$ cat src/hw/srpc_defines.svh
// Timing counts and reset values for the sensor reset and power-down control
`ifndef SRPC_DEFINES_SVH
`define SRPC_DEFINES_SVH
`define SRPC_PULLUP_RESET_VAL 1'b1
`define SRPC_LASER_OFF 1'b1
`define SRPC_SYNC_STAGES 2
`define SRPC_PINS_IDLE 5'h05
`endif

$ cat src/hw/srpc_pkg.sv
// Types for the sensor reset and power-down control
package srpc_pkg;
    typedef enum logic [1:0] {
        SRPC_UNRESET,
        SRPC_IN_RESET,
        SRPC_ACTIVE,
        SRPC_LOW_POWER
    } srpc_state_type;

    typedef struct packed {
        logic sclk;
        logic mosi;
        logic chip_select_low;
        logic reset;
        logic powerdown_request_low;
    } srpc_pins_type;
endpackage : srpc_pkg

$ cat src/hw/srpc_sync.sv
// Two-flop synchroniser for a bundle of pin inputs
`timescale 1ns/1ns
`default_nettype none
module srpc_sync #(
    parameter int WIDTH = 5
) (
    // Clock and reset
    input wire logic mclk_in,
    input wire logic sys_rst_in,
    // Data
    input wire logic [WIDTH-1:0] async_in,
    input wire logic [WIDTH-1:0] rst_val_in,
    output logic [WIDTH-1:0] sync_out
);
    logic [WIDTH-1:0] stage1_r;

    // First stage feeds only the second
    always_ff @(posedge mclk_in) begin
        if (sys_rst_in) begin
            stage1_r <= rst_val_in;
            sync_out <= rst_val_in;
        end else begin
            stage1_r <= async_in;
            sync_out <= stage1_r;
        end
    end
endmodule : srpc_sync
`default_nettype wire

$ cat src/hw/srpc_ctl.sv
// Reset and low-power sequencing and pin control for the motion sensor
//
// Notes on behaviour
// - No self-reset; leave reset only after pulse
// - Reset input high holds device in reset
// - Power-down input ignored while reset held
// - Laser enable low output high during reset
// - Power-down low enters, high leaves low-power
// - Low-power stops oscillator, registers keep values
// - Outputs low or high-Z in low-power, except laser enable low, held high
`timescale 1ns/1ns
`default_nettype none
`include "srpc_defines.svh"
module srpc_ctl
    import srpc_pkg::*;
(
    // Clock and reset
    input wire logic mclk_in,
    input wire logic sys_rst_in,
    // Pins from the microcontroller
    input wire srpc_pins_type pins_in,
    // Core requests while active
    input wire logic core_laser_on_in,
    input wire logic core_laser_drive_in,
    input wire logic core_pullup_set_in,
    input wire logic core_pullup_clr_in,
    input wire logic core_miso_in,
    // Serial inputs passed to the core
    output logic serial_sclk_out,
    output logic serial_mosi_out,
    output logic serial_enable_out,
    // Pin drives
    output logic laser_enable_low_out,
    output logic laser_drive_output_out,
    output logic laser_drive_output_oe_low_out,
    output logic pullup_enable_out,
    output logic miso_out,
    output logic miso_oe_low_out,
    // Clocking and status
    output logic osc_run_out,
    output logic core_reset_out,
    output logic low_power_state_out,
    output logic in_reset_out
);
    srpc_pins_type pins_sync;
    srpc_state_type state_r;
    srpc_state_type state_nxt;
    logic pullup_r;
    logic pullup_nxt;

    // Reset-side states: before the first pulse and while held
    function automatic logic srpc_held_reset(input srpc_state_type st);
        srpc_held_reset = (st == SRPC_UNRESET) || (st == SRPC_IN_RESET);
    endfunction : srpc_held_reset

    // Only the active state hands the pins to the core
    function automatic logic srpc_is_active(input srpc_state_type st);
        srpc_is_active = (st == SRPC_ACTIVE);
    endfunction : srpc_is_active

    // Pins are asynchronous; idle levels after reset avoid false requests
    srpc_sync #(
        .WIDTH($bits(srpc_pins_type))
    ) u_sync (
        .mclk_in(mclk_in),
        .sys_rst_in(sys_rst_in),
        .async_in(pins_in),
        .rst_val_in(`SRPC_PINS_IDLE),
        .sync_out(pins_sync)
    );

    // Decoded conditions
    wire rst_pin = pins_sync.reset;
    wire pd_req = ~pins_sync.powerdown_request_low;
    wire cs_act = ~pins_sync.chip_select_low;
    wire st_active = srpc_is_active(state_r);
    wire st_rst = (state_r == SRPC_IN_RESET);

    // Next-state decode shared by every pin drive except the data output enable
    wire nxt_act = srpc_is_active(state_nxt);
    wire nxt_low_power = (state_nxt == SRPC_LOW_POWER);
    wire nxt_in_reset = (state_nxt == SRPC_IN_RESET);
    wire nxt_held = srpc_held_reset(state_nxt);

    // Sequencer next state
    always_comb begin
        state_nxt = state_r;
        unique case (state_r)
            SRPC_UNRESET: begin
                if (rst_pin) state_nxt = SRPC_IN_RESET;
            end
            SRPC_IN_RESET: begin
                if (!rst_pin) state_nxt = SRPC_ACTIVE;
            end
            SRPC_ACTIVE: begin
                if (rst_pin) state_nxt = SRPC_IN_RESET;
                else if (pd_req) state_nxt = SRPC_LOW_POWER;
            end
            SRPC_LOW_POWER: begin
                if (rst_pin) state_nxt = SRPC_IN_RESET;
                else if (!pd_req) state_nxt = SRPC_ACTIVE;
            end
        endcase
    end

    // Pull-up setting: default on after reset, held over low-power
    always_comb begin
        pullup_nxt = pullup_r;
        if (st_rst) pullup_nxt = `SRPC_PULLUP_RESET_VAL;
        else if (st_active && core_pullup_set_in) pullup_nxt = 1'b1;
        else if (st_active && core_pullup_clr_in) pullup_nxt = 1'b0;
    end

    // State and pull-up registers
    always_ff @(posedge mclk_in) begin
        if (sys_rst_in) begin
            state_r <= SRPC_UNRESET;
            pullup_r <= `SRPC_PULLUP_RESET_VAL;
        end else begin
            state_r <= state_nxt;
            pullup_r <= pullup_nxt;
        end
    end

    // Serial inputs pass only while active, otherwise held low
    wire sclk_nxt = nxt_act & pins_sync.sclk;
    wire mosi_nxt = nxt_act & pins_sync.mosi;
    wire sel_nxt = nxt_act & cs_act;

    // Laser kept off and its drive released unless active
    wire laser_en_low_nxt = nxt_act ? ~core_laser_on_in : `SRPC_LASER_OFF;
    wire laser_drv_nxt = nxt_act & core_laser_on_in;
    wire laser_oe_low_nxt = ~(nxt_act & core_laser_drive_in);

    // Pull-ups follow the kept setting, off outside active
    wire pullup_en_nxt = nxt_act & pullup_nxt;

    // Data forced low outside active; enable follows select
    wire miso_nxt = nxt_act & core_miso_in;
    wire miso_oe_low_nxt = ~cs_act;

    // Serial clock and data pass-through
    always_ff @(posedge mclk_in) begin
        if (sys_rst_in) begin
            serial_sclk_out <= 1'b0;
            serial_mosi_out <= 1'b0;
        end else begin
            serial_sclk_out <= sclk_nxt;
            serial_mosi_out <= mosi_nxt;
        end
    end

    // Serial select towards the core
    always_ff @(posedge mclk_in) begin
        if (sys_rst_in) begin
            serial_enable_out <= 1'b0;
        end else begin
            serial_enable_out <= sel_nxt;
        end
    end

    // Laser enable, off in reset and low-power
    always_ff @(posedge mclk_in) begin
        if (sys_rst_in) begin
            laser_enable_low_out <= `SRPC_LASER_OFF;
        end else begin
            laser_enable_low_out <= laser_en_low_nxt;
        end
    end

    // Laser drive pin and its output enable
    always_ff @(posedge mclk_in) begin
        if (sys_rst_in) begin
            laser_drive_output_out <= 1'b0;
            laser_drive_output_oe_low_out <= 1'b1;
        end else begin
            laser_drive_output_out <= laser_drv_nxt;
            laser_drive_output_oe_low_out <= laser_oe_low_nxt;
        end
    end

    // Serial pull-up enable
    always_ff @(posedge mclk_in) begin
        if (sys_rst_in) begin
            pullup_enable_out <= 1'b0;
        end else begin
            pullup_enable_out <= pullup_en_nxt;
        end
    end

    // Serial data out and its output enable
    always_ff @(posedge mclk_in) begin
        if (sys_rst_in) begin
            miso_out <= 1'b0;
            miso_oe_low_out <= 1'b1;
        end else begin
            miso_out <= miso_nxt;
            miso_oe_low_out <= miso_oe_low_nxt;
        end
    end

    // Oscillator run and low-power flag
    always_ff @(posedge mclk_in) begin
        if (sys_rst_in) begin
            osc_run_out <= 1'b1;
            low_power_state_out <= 1'b0;
        end else begin
            osc_run_out <= ~nxt_low_power;
            low_power_state_out <= nxt_low_power;
        end
    end

    // Reset status towards the core
    always_ff @(posedge mclk_in) begin
        if (sys_rst_in) begin
            core_reset_out <= 1'b1;
            in_reset_out <= 1'b0;
        end else begin
            core_reset_out <= nxt_held;
            in_reset_out <= nxt_in_reset;
        end
    end
endmodule : srpc_ctl
`default_nettype wire

$ cat config.mk
export PLATFORM = sky130hd
export DESIGN_NAME = srpc_ctl
export DESIGN_NICKNAME = d
export VERILOG_FILES = /design/src/hw/srpc_pkg.sv /design/src/hw/srpc_sync.sv /design/src/hw/srpc_ctl.sv
export VERILOG_INCLUDE_DIRS = /design/src /design/src/hw
export SDC_FILE = /design/constraint.sdc
export NUM_CORES = 1
export LEC_CHECK = 0
export BUFFER_PORTS_ARGS = -buffer_cell sky130_fd_sc_hd__buf_2
export CAP_MARGIN = 20
export CORE_MARGIN = 5
export CORE_UTILIZATION = 49
export CTS_CLUSTER_DIAMETER = 40
export DETAILED_ROUTE_END_ITERATION = 6
export PLACE_DENSITY = 0.84
export SLEW_MARGIN = 0
export SYNTH_ARGS = -nofsm -noshare
export SYNTH_HDL_FRONTEND = slang
export SYNTH_SLANG_ARGS = --single-unit
export TNS_END_PERCENT = 100
$ cat constraint.sdc
create_clock -name mclk_in -period 2.4 [get_ports mclk_in]
set_input_delay 0.12 -clock mclk_in [delete_from_list [all_inputs] [get_ports mclk_in]]
set_output_delay 0.12 -clock mclk_in [all_outputs]
set_load 0.005 [all_outputs]
==> qor.txt, run 1 <==
Run status -> finished, final reports clean
Vias -> 486
Synth top area cells -> dfxtp_1 69%, nor2b_1 5.8%, or2_2 5.0%
GRT Overall Usage -> 9.89%
Cts bufs inserted -> 3
Psw -> 130 µW
WS Path Type -> register to register
Synth Register Bits -> 26
Input/output buffers -> 24
Wirelength, routed -> 1060 µm
Die width -> 49.3 µm
Slew @ Worst Pin -> 325 ps
Average size of a mapped cell -> 12.0 µm²
Leakage power -> 0.000441 µW
Max frequency -> 842 MHz
I/O pins -> 25
Pwr Total -> 690 µW
Slew margin rel. -> 77.7%
Worst VDD drop -> 0.000404 V
Final core occ -> 65.8%
Critical Path AT -> 1440 ps
Clk root buf -> clkbuf_4
RD Place Congestion -> 0.696
Initial antenna violation count -> 0
Vias in the first global route -> 447
CP max FO -> 7
Post-CTS setup buffers -> 0
Area leader, netlist -> dfxtp_1
Fraction of layout cells with a size suffix above 1 -> 40.0%
ANT nets after route -> 0
H-Tree Depth -> 1
Final hold violation count -> 0
Ys Warns -> 0
Internal Dissipation -> 559 µW
CTS tree -> built
Hold_sp -> core_miso_in
Clock power share -> 29.5%
Mean number of vias per cell -> 4.38
DP Worst Slack -> 1250 ps
P per Cell Area -> 704 nW/µm²
Max cap viols -> 0
Dpl cell area -> 893 µm²
RSZ-0062 raised after global routing -> false
Top Usage Layer GRT -> met2
Clock sink total -> 26
Core ar. -> 1490 µm²
Share of power burned in registers -> 65.1%
Req. time, crit path -> 2650 ps
CP Launch Point -> state_r[1]
Crit start category -> register
Final Worst Setup Slack -> 1210 ps
Initial DRT Pass Iterations -> 4
Met2 Usage GRT -> 16.1%
Detailed-route DRC error count -> 0
Synth Instances -> 63
Clock-pin slew on the worst setup and hold paths -> 130 ps
Switching share of power -> 18.9%
Reg2reg start -> state_r[1]
WL/cell -> 9.55 µm
Syn Nets -> 75
Final period util -> 49.5%
Most common cell after layout, fill and taps aside -> dfxtp_1
Final Skew -> 3.06 ps
CP endpoint kind -> register
Die height -> 49.3 µm
Min-delay worst type -> primary input to register
Final Max Slew Viols -> 0
Mapped cell area -> 757 µm²
Gr ovfl total -> 0
Initial drt markers -> 3
Comb power frac -> 5.4%
Grt met1 use -> 12.9%
Most frequent cells in the layout -> 26 x dfxtp_1, 24 x buf_2, 7 x nor2b_1
Area growth syn-to-layout -> 29.4%
Diode count -> 0
Final Net Count -> 108
Sequential fraction of the synthesis area -> 68.8%
Netlist cell types -> 19
# rows -> 14
Post-Route Setup TNS -> 0 ps
Min Clock Period, post-route -> 1190 ps
Met3 usage -> 2.45%
Pin count of the biggest net entering global routing -> 18
Initial Util -> 50.8%
Clock latency on the worst-skew pair -> 300 ps
Final Setup Violations -> 0
CTS Buffer Depth -> 2
Top cell type's share of synthesized area -> 68.8%
Final instance area -> 980 µm²
Final HPWL DP -> 809 µm
Die area -> 2430 µm²
First-pass GRT wire length -> 1970 µm
-- Yosys cell counts --
| cell | number |
|---|---|
| clkbuf_1 | 1 |
| nor2b_1 | 7 |
| or2b_1 | 1 |
| nor2_1 | 2 |
| nor3_1 | 1 |
| nand2_1 | 2 |
| and2_1 | 5 |
| a21oi_1 | 1 |
| and2b_2 | 1 |
| nor3_4 | 1 |
| or2_2 | 6 |
| a211oi_1 | 1 |
| dfxtp_1 | 26 |
| mux2i_1 | 1 |
| and4bb_2 | 1 |
| o21a_1 | 1 |
| and3_2 | 1 |
| nor4_1 | 1 |
| inv_1 | 3 |
-- through the flow --
stage	std cells	hold WS (ps)
after floorplan	63	182
after global placement	102	288
after detailed placement	102	294
after CTS	110	13.5
after global routing	111	1.70
final	111	15.3
-- sequential cells by signal, summed over array words and instances, names as in the netlist --
name and flops:
u_sync.sync_out 5, low_power_state_out 1, miso_out 1, laser_drive_output_out 1, miso_oe_low_out 1, in_reset_out 1, serial_sclk_out 1, state_r 2
laser_drive_output_oe_low_out 1, laser_enable_low_out 1, pullup_r 1, osc_run_out 1, u_sync.stage1_r 5, core_reset_out 1, serial_mosi_out 1, serial_enable_out 1
pullup_enable_out 1
-- worst paths after layout --
check,slack (ps),end,depth (start not counted)
worst max-delay path,1210,pullup_enable_out,3
worst min-delay path,20,miso_out,2
worst max register to register,1210,pullup_enable_out,3
worst min register to register,420,u_sync.sync_out[2],1
-- what timing repair did --
| action | 4_1_cts | 5_1_grt |
|---|---|---|
| resized for setup | 0 | 0 |
| hold buffers | 4 | 1 |
| hold endpoints to repair | 4 | 1 |
| endpoints found under the setup margin | 0 | 0 |
-- power by group through the flow --
stage / clock (µW) / sequential [µW] / combinational [µW]
final: 204 / 449 / 37.1
after floorplan: 0 / 459 / 15.1
after global placement: 0 / 458 / 30.4
after global routing: 238 / 451 / 42.3
after detailed placement: 0 / 459 / 31.3
after CTS: 210 / 449 / 36.4
-- layout make-up --
type	count	area [µm²]
timing repair buffer	29	170
tap	16	20.0
sequential	26	520
clock buffer	4	36.3
multi-input combinational	33	221
fill	116	509
inverter	3	11.3
-- routing by layer --
layer  share of wire, %  vias to the layer above
met5                  0                        -
met4                  0                        0
met3                 12                        0
met2                 47                       22
met1                 42                      202
li1                   -                      262
-- worst max-delay path: stages (launching register included) --
cell,delay [ps]
dfxtp_1,380
and2b_2,210
a211oi_1,350
and2_1,190
-- cells by family after synthesis --
logic type / share of synthesized area, %
simple gates: 25.3
flops: 68.8
buf+inv: 1.98
compound gates: 2.64
mux: 1.32
(Power assumes the default switching activity.)
==> inputs of run 2 (changes only) <==
- CORE_UTILIZATION: 49 -> 46
- PLACE_DENSITY: 0.84 -> 0.8
- clock period: 2.4 -> 1.1 ns (I/O delays scaled with it)
==> qor.txt, run 2 (synthesis results as in run 1) <==
Max cap viols -> 0
CP endpoint kind -> register
Vias -> 528
Min Clock Period, post-route -> 1040 ps
Internal Dissipation -> 1160 µW
Switching share of power -> 19.9%
Die width -> 50.6 µm
CP max FO -> 5
Filler cell count -> 128
RD Place Congestion -> 0.679
Most frequent cells in the layout -> 24 x dfxtp_1, 24 x buf_2, 8 x dlygate4sd3_1
Initial antenna violation count -> 0
Layout Cells excl Fill -> 115
Die area -> 2560 µm²
Placed Cells incl. Taps -> 103
Initial DRT Pass Iterations -> 4
Die height -> 50.6 µm
Post-Route Setup TNS -> 0 ps
Final Worst Setup Slack -> 62.6 ps
Slew @ Worst Pin -> 298 ps
Req. time, crit path -> 1310 ps
Clock sink total -> 26
Final period util -> 94.3%
Pin count of the biggest net entering global routing -> 18
Critical Path AT -> 1250 ps
Comb power frac -> 6.6%
Final Net Count -> 113
WS Path Type -> register to register
ANT nets after route -> 0
P per Cell Area -> 1410 nW/µm²
Detailed-route DRC error count -> 0
# rows -> 14
Clk root buf -> clkbuf_4
Final HPWL DP -> 765 µm
Clock power share -> 25.6%
First-pass GRT wire length -> 2040 µm
Mean number of vias per cell -> 4.59
Reg2Reg Depth -> 3
Cts bufs inserted -> 3
Worst VDD drop -> 0.000767 V
Biggest regs -> u_sync.stage1_r (5), u_sync.sync_out (5), state_r (2)
Min-delay worst type -> primary input to register
GRT Overall Usage -> 10.4%
Final core occ -> 66.6%
I/O pins -> 25
Area growth syn-to-layout -> 35.7%
Psw -> 287 µW
Worst Hold Depth -> 2
Wirelength, routed -> 1170 µm
Slew margin rel. -> 80.1%
Run status -> finished, final reports clean
Fraction of layout cells with a size suffix above 1 -> 43.4%
Final Max Slew Viols -> 0
CTS tree -> built
Initial Util -> 49.1%
H-Tree Depth -> 1
Input/output buffers -> 24
Share of power burned in registers -> 67.7%
DP Worst Slack -> 19.6 ps
Initial drt markers -> 3
Gr ovfl total -> 0
Core ar. -> 1540 µm²
Final Skew -> 2.14 ps
Clock latency on the worst-skew pair -> 310 ps
Final instance area -> 1030 µm²
Clock-pin slew on the worst setup and hold paths -> 120 ps
Crit start category -> register
Diode count -> 0
Final hold violation count -> 0
Dpl cell area -> 901 µm²
Max frequency -> 964 MHz
RSZ-0062 raised after global routing -> false
WL/cell -> 10.1 µm
Leakage power -> 0.000461 µW
Vias in the first global route -> 480
CTS Buffer Depth -> 2
Final Setup Violations -> 0
## run 2: power groups by stage
stage | logic (µW) | registers, µW | clock network (µW)
after global placement | 68.1 | 1000 | 0
after floorplan | 33.0 | 1000 | 0
after CTS | 92.5 | 980 | 389
final | 95.8 | 979 | 370
after global routing | 109 | 983 | 434
after detailed placement | 69.5 | 1000 | 0
## run 2: area by class of cell
type                    instances  area [µm²]  area share, %
multi-input cells              33         233           22.7
repair buffers                 34         215           20.9
clock buffers                   3        22.5           2.19
well taps                      16        20.0           1.95
flip-flops and latches         26         526           51.2
inverters                       3        11.3           1.10
## run 2: path summary, 6_finish.rpt
| check | from | to | slack [ps] |
|---|---|---|---|
| worst min-delay path | sys_rst_in | state_r[0] | 90 |
| worst max-delay path | state_r[0] | pullup_r | 60 |
| worst max register to register | state_r[0] | pullup_r | 60 |
| worst min register to register | u_sync.stage1_r[2] | u_sync.sync_out[2] | 420 |
## run 2: routing by layer
metal | vias up | share of wire (%) | track usage, %
met1 | 233 | 41 | 12.5
met5 | - | 0 | 0
li1 | 271 | - | -
met2 | 22 | 47 | 16.3
met3 | 2 | 10 | 2.66
met4 | 0 | 1.8 | 6.38
## run 2: timing repair
action / in CTS / in global routing
endpoints found under the setup margin: 2 / 6
endpoints found under the hold margin: 9 / 0
hold buffers: 8 / 0
gates resized for setup: 1 / 5
pin swaps: 0 / 1
buffers inserted: 0 / 1
## run 2: stage by stage
stage / power (µW) / hold WS [ps]
after floorplan: 1030 / 117
after global placement: 1070 / 222
after detailed placement: 1070 / 231
after CTS: 1460 / 83.7
after global routing: 1530 / 95.1
final: 1450 / 91.9
## run 2: worst max-delay path: stages (launching register included)
cell      delay (ps)
dfxtp_4          380
and4bb_2         300
a211oi_2          50
or2_4            220
